File: config.mk
export PLATFORM = sky130hd
export DESIGN_NAME = xwf_core
export DESIGN_NICKNAME = d
export VERILOG_FILES = /design/src/logic/xwf_phase.v /design/src/logic/xwf_core.v
export VERILOG_INCLUDE_DIRS = /design/src /design/src/shared
export SDC_FILE = /design/constraint.sdc
export NUM_CORES = 1
export LEC_CHECK = 0
export ABC_CLOCK_PERIOD_IN_PS = 2700
export BUFFER_PORTS_ARGS = -buffer_cell sky130_fd_sc_hd__buf_2
export CORE_ASPECT_RATIO = 1.25
export CORE_MARGIN = 2
export CORE_UTILIZATION = 51
export DETAILED_ROUTE_END_ITERATION = 10
export PLACE_DENSITY = 0.83
export RECOVER_POWER = 25
export SYNTH_ARGS = -nofsm -noshare
export SYNTH_HDL_FRONTEND = slang
export SYNTH_SLANG_ARGS = --single-unit
File: constraint.sdc
create_clock -name mclk -period 2.7 [get_ports mclk]
set_clock_uncertainty 0.05 [all_clocks]
set_input_delay 0.54 -clock mclk [delete_from_list [all_inputs] [get_ports mclk]]
set_output_delay 0.54 -clock mclk [all_outputs]
set_load 0.02 [all_outputs]
File: src/shared/xwf_map.vh
// Constants for the exclusive-OR working-register-with-file instruction unit.
`ifndef XWF_MAP_VH
`define XWF_MAP_VH
`define XWF_OPC_MSB        15
`define XWF_OPC_LSB        10
`define XWF_OPC_VAL        6'h06
`define XWF_DEST_BIT       9
`define XWF_ACC_BIT        8
`define XWF_ADDR_MSB       7
`define XWF_ADDR_LSB       0
`define XWF_IDX_LIMIT      8'h5F
`define XWF_ACC_HI_BANK    4'hF
`define XWF_ACC_HI_BASE    8'h60
`define XWF_NEG_BIT        7
`define XWF_W_RESET        8'h00
`define XWF_ADDR_RESET     12'h000
`define XWF_BYTE_RESET     8'h00
`define XWF_ZERO_BYTE      8'h00
`define XWF_BSR_RESET      4'h0
`define XWF_STATUS_RESET   5'h00
`define XWF_ST_Z           2
`define XWF_ST_N           4
`define XWF_PH_Q1          2'h0
`define XWF_PH_Q2          2'h1
`define XWF_PH_Q3          2'h2
`define XWF_PH_Q4          2'h3
`endif

File: src/logic/xwf_phase.v
// Quarter-phase sequencer that divides the core clock into instruction cycles.
`timescale 1ns/1ps
`default_nettype none
`include "xwf_map.vh"
module xwf_phase (
    input  wire       mclk,    // Core clock.
    input  wire       rst,     // Synchronous reset, active high.
    output reg  [1:0] phase_q  // Current quarter phase.
);
    always @(posedge mclk) begin
        if (rst) begin
            phase_q <= `XWF_PH_Q1;
        end else begin
            phase_q <= phase_q + 2'h1;
        end
    end
endmodule // xwf_phase
`default_nettype wire

File: src/logic/xwf_core.v
// Execution unit for the exclusive-OR of the working register with a file register.
`timescale 1ns/1ps
`default_nettype none
`include "xwf_map.vh"
// Summary of operation
// [RULE1] Result is working register XOR selected file register, sent to chosen destination.
// [RULE2] Decoded from one 16-bit word: 000110, dest bit, access bit, 8-bit address.
// [RULE3] Destination 0 writes working register; destination 1 writes back to file.
// [RULE4] Access 0 uses access bank; access 1 uses bank select register bank.
// [RULE5] Extended set, access 0, address up to 95: indexed literal offset addressing.
// [RULE6] Only negative and zero flags change; other status flags keep value.
// [RULE7] One program word, one instruction cycle, no stall.
// [RULE8] Decode in Q1, read file in Q2, compute in Q3, write destination in Q4.
// [RULE9] Negative takes result bit 7; zero set when all result bits are zero.
module xwf_core (
    input  wire        mclk,          // Core clock, 40 MHz.
    input  wire        rst,           // Synchronous reset, active high.
    input  wire [15:0] instr,         // Instruction word, held for the whole cycle.
    input  wire        ext_en,        // Extended instruction set enable.
    input  wire [3:0]  bsr_in,        // Bank select register value.
    input  wire [11:0] index_base,    // Index register base for literal offset mode.
    input  wire [7:0]  mem_rdata,     // File register read data, valid in Q2.
    input  wire [4:0]  status_in,     // Current status flags.
    output reg  [11:0] mem_addr,      // File register address.
    output reg         mem_rd,        // File read strobe in Q2.
    output reg         mem_we,        // File write strobe, high for the cycle after the Q4 edge.
    output reg  [7:0]  mem_wdata,     // File write data.
    output reg  [7:0]  wreg_q,        // Working register.
    output reg  [4:0]  status_q,      // Status flags after execution.
    output reg         done_q         // One-cycle pulse when an instruction retires.
);
    wire [1:0]  phase;
    reg         hit_q;
    reg         dest_q;
    reg  [7:0]  opnd_q;
    reg  [7:0]  res_q;

    xwf_phase u_phase (
        .mclk    (mclk),
        .rst     (rst),
        .phase_q (phase)
    );

    function is_xwf;
        input [15:0] w;
        begin
            is_xwf = (w[`XWF_OPC_MSB:`XWF_OPC_LSB] == `XWF_OPC_VAL); // [RULE2]
        end
    endfunction

    function [11:0] eff_addr;
        input [15:0] w;
        input        ext;
        input [3:0]  bank;
        input [11:0] base;
        reg   [7:0]  f;
        begin
            f = w[`XWF_ADDR_MSB:`XWF_ADDR_LSB];
            if (w[`XWF_ACC_BIT]) begin
                eff_addr = {bank, f}; // [RULE4]
            end else if (ext && (f <= `XWF_IDX_LIMIT)) begin
                eff_addr = base + {4'h0, f}; // [RULE5]
            end else if (f >= `XWF_ACC_HI_BASE) begin
                eff_addr = {`XWF_ACC_HI_BANK, f}; // [RULE4]
            end else begin
                eff_addr = {4'h0, f}; // [RULE4]
            end
        end
    endfunction

    // Every step is tied to a fixed phase so the instruction never stalls.
    // Each quarter phase has a named code; the sequencer walks them in order.
    localparam [1:0] PH_DECODE  = `XWF_PH_Q1;
    localparam [1:0] PH_READ    = `XWF_PH_Q2;
    localparam [1:0] PH_PROCESS = `XWF_PH_Q3;
    localparam [1:0] PH_WRITE   = `XWF_PH_Q4;

    wire        q1_now;
    wire        q2_now;
    wire        q3_now;
    wire        q4_now;
    wire        hit_d;
    wire        dest_d;
    wire [11:0] addr_d;
    wire [7:0]  res_d;
    wire [4:0]  flags_d;
    reg  [7:0]  wreg_d;
    reg  [4:0]  status_d;
    reg         we_d;

    // Merges the new negative and zero flags into the untouched status bits.
    function [4:0] flag_merge;
        input [4:0] old;
        input [7:0] r;
        begin
            flag_merge = old; // [RULE6]
            flag_merge[`XWF_ST_N] = r[`XWF_NEG_BIT]; // [RULE9]
            flag_merge[`XWF_ST_Z] = (r == `XWF_ZERO_BYTE); // [RULE9]
        end
    endfunction

    assign q1_now = (phase == PH_DECODE);
    assign q2_now = (phase == PH_READ);
    assign q3_now = (phase == PH_PROCESS);
    assign q4_now = (phase == PH_WRITE);

    // Fields are decoded combinationally and registered only at the Q1 edge.
    assign hit_d   = is_xwf(instr); // [RULE2]
    assign dest_d  = instr[`XWF_DEST_BIT]; // [RULE3]
    assign addr_d  = eff_addr(instr, ext_en, bsr_in, index_base); // [RULE4] [RULE5]
    assign res_d   = wreg_q ^ opnd_q; // [RULE1]
    assign flags_d = flag_merge(status_in, res_q); // [RULE6] [RULE9]

    // Next values of the retiring state, worked out in one place for Q4.
    // Status is copied at every Q4 edge, so a non-matching word passes flags through.
    always @* begin
        wreg_d   = wreg_q;
        status_d = status_q;
        we_d     = 1'b0;
        if (q4_now) begin
            status_d = status_in; // [RULE6]
            if (hit_q) begin
                status_d = flags_d; // [RULE6] [RULE9]
                if (dest_q) begin
                    we_d = 1'b1; // [RULE3]
                end else begin
                    wreg_d = res_q; // [RULE3]
                end
            end
        end
    end

    // Decode stage: the word only has to stand until the Q1 edge.
    always @(posedge mclk) begin
        if (rst) begin
            hit_q  <= 1'b0;
            dest_q <= 1'b0;
        end else if (q1_now) begin
            hit_q  <= hit_d; // [RULE8]
            dest_q <= dest_d;
        end
    end

    // The address is registered in Q1 so it stays steady through the read in Q2.
    always @(posedge mclk) begin
        if (rst) begin
            mem_addr <= `XWF_ADDR_RESET;
        end else if (q1_now) begin
            mem_addr <= addr_d; // [RULE4] [RULE5]
        end
    end

    // The read strobe is a single-cycle pulse covering Q2 only.
    always @(posedge mclk) begin
        if (rst) begin
            mem_rd <= 1'b0;
        end else begin
            mem_rd <= q1_now & hit_d; // [RULE8]
        end
    end

    // Operand is taken at the Q2 edge; the memory may change its data afterwards.
    always @(posedge mclk) begin
        if (rst) begin
            opnd_q <= `XWF_BYTE_RESET;
        end else if (q2_now) begin
            opnd_q <= mem_rdata; // [RULE8]
        end
    end

    // Result is formed in Q3 from the working register as it stands in this cycle.
    always @(posedge mclk) begin
        if (rst) begin
            res_q <= `XWF_BYTE_RESET;
        end else if (q3_now) begin
            res_q <= res_d; // [RULE1] [RULE8]
        end
    end

    // A write-back raises the strobe for one cycle after the Q4 edge.
    always @(posedge mclk) begin
        if (rst) begin
            mem_we <= 1'b0;
        end else begin
            mem_we <= we_d; // [RULE3] [RULE8]
        end
    end

    // Write data changes only with the strobe, so memory never sees a stray value.
    always @(posedge mclk) begin
        if (rst) begin
            mem_wdata <= `XWF_BYTE_RESET;
        end else if (we_d) begin
            mem_wdata <= res_q; // [RULE1]
        end
    end

    // The working register is only touched when the destination bit is clear.
    always @(posedge mclk) begin
        if (rst) begin
            wreg_q <= `XWF_W_RESET;
        end else begin
            wreg_q <= wreg_d; // [RULE3]
        end
    end

    // Flags are owned by the core; this unit only hands back the merged value.
    always @(posedge mclk) begin
        if (rst) begin
            status_q <= `XWF_STATUS_RESET;
        end else begin
            status_q <= status_d; // [RULE6]
        end
    end

    // Retire pulse: set at the Q4 edge, fixed three edges after decode, never stretched by a stall.
    always @(posedge mclk) begin
        if (rst) begin
            done_q <= 1'b0;
        end else begin
            done_q <= q4_now & hit_q; // [RULE7]
        end
    end
endmodule // xwf_core
`default_nettype wire

# [Word level (Yosys, flattened, before mapping)]
# Index checks and enable logic that the tools add are counted.
[totals] inputBits=48 out_inout_bits=36 regBits=56 word_cells=35
[op_classes] n_eq_ne=4 reduce_logical=4 n_lt_le_gt_ge=2 n_mux=7 addsub=2 bitwise=4
[op_table] operator="12-bit 2-to-1 mux" count=3
[op_table] operator="12-bit by 8-bit adder with 12-bit output" count=1
[op_table] operator="8-bit by 7-bit greater-or-equal comparator with 1-bit output (second input constant)" count=1
[op_table] operator="8-bit by 7-bit <= comparator with 1-bit output (second input constant)" count=1
[op_table] operator="8-bit logical NOT" count=1
[op_table] operator="8-bit bitwise XOR" count=1
[op_table] operator="6-bit by 3-bit == test with 1-bit output (second input constant)" count=1
[op_table] operator="5-bit 2-to-1 mux" count=1
[op_table] operator="2-bit == test (second input constant)" count=2
[op_table] operator="1-bit 2-to-1 mux" count=3
[op_table] operator="3-bit AND reduction" count=1
[op_table] operator="2-bit by 1-bit adder with 2-bit output (second input constant)" count=1
[op_table] operator="1-bit AND" count=2
[op_table] operator="2-bit by 1-bit == test with 1-bit output (second input constant)" count=1
[op_table] operator="2-bit logical NOT" count=1
[op_table] operator="1-bit logical AND" count=1
[op_table] operator="1-bit inverter" count=1

# [Longest topological paths before layout]
[logic_depth] ltp_word=4 depth_mapped=9 mapped_depth_nobuf=9

# [Modules after synthesis]
# Synthesis repeated with hierarchy kept, for this count alone.
[hier_totals] cells_unflattened=326 area_unflattened_um2=2705.1
[modules_own_cells] mod="xwf_core" seq_area_each_um2=1081.0 cells_per_inst=321 n_inst=1 area_each_um2=2648.8
[modules_own_cells] mod="xwf_phase" seq_area_each_um2=40.0 cells_per_inst=5 n_inst=1 area_each_um2=56.3

# [Least setup slack after synthesis]
# Ideal clock, no wire load.
[synth_timing] kind="input to register" startpoint="input port instr[0]" endpoint="register mem_addr[6]" path_buffers=0 t_arrival_ns=2.009 path_stages=9 path_slack_ns=0.552 cell_sequence="ha_1 -> inv_1 -> fa_1 -> nor2b_1 -> o31a_1 -> o21a_1 -> nor3_1 -> nand3b_1 -> a311oi_2"
[synth_between] elab_chain_cells=4
[synth_rtl] element="start: declaration" line="xwf_core.v:18" source="input wire [15:0] instr,"
[synth_rtl] element="parallel branches: the longest is 2 deep, another holds 12-bit by 8-bit adder with 12-bit output"
[synth_rtl] element="12-bit 2-to-1 mux (*)" line="xwf_core.v:61" source="end else if (ext && (f <= `XWF_IDX_LIMIT)) begin"
[synth_rtl] element="12-bit 2-to-1 mux (*)" line="xwf_core.v:59" source="if (w[`XWF_ACC_BIT]) begin"
[synth_rtl] element="end signal: assignment" line="xwf_core.v:147" source="mem_addr <= `XWF_ADDR_RESET;"
[synth_rtl] element="end signal: assignment" line="xwf_core.v:149" source="mem_addr <= addr_d;"
[synth_rtl] element="end: declaration" line="xwf_core.v:24" source="output reg [11:0] mem_addr,"
# Every way passes the cells marked *.
# A chain may end at the register's enable or synchronous reset.

# [Final worst setup path]
# Ends and elaborated chain as after synthesis.

==> metrics <==
status finished, final reports clean; vias in the first global route approximately 2.3k; min Tclk post-route 2.12 ns; largest net degree at the start of global routing 29; area fraction in and, or, nand and nor cells after synthesis 0.203; Mean Syn Cell Area 8.83 sq um; final setup TNS 0 ns; postcts setup bufs 0; CTS sink count 56; vias per cell 5.36; CP Launch Type input port; Placer Congestion just under 0.8; max-slew violation count 0; crit path max fanout 3; top area cells in the synthesized netlist dfxtp_1 (41%), mux2i_1 (8.5%), nor2_1 (6.9%); GRT Total Usage 0.200; DR pass1 iterations 4; top cells by count, synth dfxtp_1 (56), nor2_1 (50), nand2_1 (27), mux2i_1 (23), a21oi_1 (21); initial core utilization 0.530; max_cap viols 0; Compound-Gate Fraction of Synth Area 0.166; sequential fraction of the synthesis area 0.414; Leakage 1.45 nW; Setup violations, final 0; die area 5920 sq um; Residual DRC 0; nets 444; unrepaired setup endpoints after global routing no; Routed wire per std cell 13.0 microns; Hold Crit Class input port to register; Crit Path Class input port to register; ys async rst share 0; Routed Antenna Nets 0; max_slew headroom 0.232; Top Ports 84; hold_buf cts 0; pwr/cell area roughly 530 nW/um^2; Mapped Area 2710 sq um; period utilization 0.786; Inserted Diodes 0; peak supply drop approximately 0.21 mV; Fmax ~470 MHz; layout cell share with drive strength beyond 1 0.242; post-synthesis mux area share 0.0849; XOR/XNOR Fraction of Synth Area 0.0355; Root Buffer clkbuf_8; first-pass GRT wire length 9860 microns; routed vias 2,390; dominant cell type by area after synthesis dfxtp_1; Cells after Synth about 310; Hold Vio Cnt, Final 0; P&R area growth vs syn 19.2%; TritonCTS clock tree done; HPWL Detailed 4510 microns; Post-synth top flop dfxtp_1; synth warn 0; core area 5120 sq um; final hold slack 0.355 ns; 1st-iter DRT viols 108; FP Rows 29; PortBufs 83; Crit. End Element register; RR Startpoint u_phase.phase_q[0]; area fraction of the dominant cell type after synthesis 0.414; post-cts sizing count 0; Post-synth EDFFs 0; Worst EP required between 2 and 3 ns; initial antenna violation count 0; total routed wirelength just under 6000 microns; Setup crit start instr[0]; WP data arrival ~2.3 ns; dominant cell by count in the synthesized netlist dfxtp_1; CTS max path bufs 2; largest family of logic cells by synthesized area simple AND/OR/NAND/NOR gates; number of synthesized register bits 56; Overflow after GRT 0; total CTS buffers 5; count of cell types in the netlist 43; insertion delay to the later sink of the worst-skew pair about 0.3 ns; syn_nets roughly 370; Post-Synth Adder-Cell Area 0.0628; CTS H-tree depth 2; Die Wd 69.2 microns; slew at the pin closest to its max-slew limit 1.15 ns; Die Y 85.5 microns; critical hold path startpoint instr[14]; clock slew at reported path FFs around 0.09 ns
==> routing by layer <==
layer | global-route usage | vias to the layer above | routed length (microns)
li1 | - | 1222 | -
met1 | 0.220 | 1083 | 2390
met2 | 0.371 | 74 | 2970
met3 | 0.0423 | 11 | 300
met4 | 0.0820 | 0 | 121
met5 | 0 | - | 0
==> cell families (layout without fill, tap and decap cells) <==
group,count (synthesis),count (layout)
buffers and inverters,24,101
XOR/XNOR,11,11
AO/OA/AOI/OAI,64,64
AND/OR/NAND/NOR,116,116
multiplexers,23,23
adder cells (fa/ha/maj),13,13
flip-flops,56,56
==> final cells by class <==
class                      count  area, sq um
clock inverter                 2         10.0
timing repair buffer          85          419
multi-input combinational    227         1490
inverter                       8         30.0
clock buffer                   6         82.6
fill                         454         1890
tap                           62         77.6
sequential                    56         1120
==> sequential cells by signal, indices dropped and copies added (netlist names) <==
signal,count
mem_addr,12
mem_wdata,8
opnd_q,8
res_q,8
wreg_q,8
status_q,5
u_phase.phase_q,2
dest_q,1
done_q,1
hit_q,1
mem_rd,1
mem_we,1
==> worst paths after layout <==
check | slack [ns] | to | cells after the start
min | 0.35 | mem_rd | 2
min reg2reg | 0.43 | mem_addr[9] | 2
max reg2reg | 0.92 | mem_wdata[0] | 4
max | 0.58 | mem_addr[6] | 10
==> metrics by stage <==
stage,std cells,power (mW),cell area [sq um],worst slack [ns],utilization
4_1_cts,446,1.73,3250,0.616,0.635
6_report,446,1.71,3230,0.577,0.631
3_5_place_dp,438,1.28,3160,0.288,0.617
5_1_grt,446,1.81,3230,0.437,0.631
3_3_place_gp,438,1.27,3160,0.359,0.617
2_1_floorplan,307,1.16,2710,0.552,-
==> cell usage in the layout (no fill, tap or decap), drive strengths merged, types with 2 or more instances in the layout <==
master / instances
a21o: 3
and3: 2
and2: 3
xnor2: 11
o21ai: 7
clkbuf: 14
nand2b: 4
o21a: 2
mux2i: 23
a311oi: 4
nor2: 50
o21bai: 3
nor3: 5
buf: 77
nor4: 3
nor2b: 4
inv: 8
ha: 12
nand3b: 4
nand2: 27
a21oi: 22
o211ai: 2
a211oi: 16
nand4: 3
dfxtp: 56
nand3: 6
clkinv: 2
==> worst max-delay path, cell delays in order <==
cell	delay, ns
buf_2	0.09
ha_1	0.19
inv_1	0.07
fa_1	0.37
nor2b_1	0.19
o31a_1	0.21
o21a_1	0.16
nor3_1	0.06
nand3b_1	0.17
a311oi_2	0.24
==> power breakdown <==
group	total [mW]	switching, mW	internal [mW]
logic	0.348	0.198	0.151
registers	0.907	0.0339	0.873
clock network	0.460	0.254	0.205
total	1.71	0.486	1.23
Note: power is estimated with default switching activity, not from simulation.
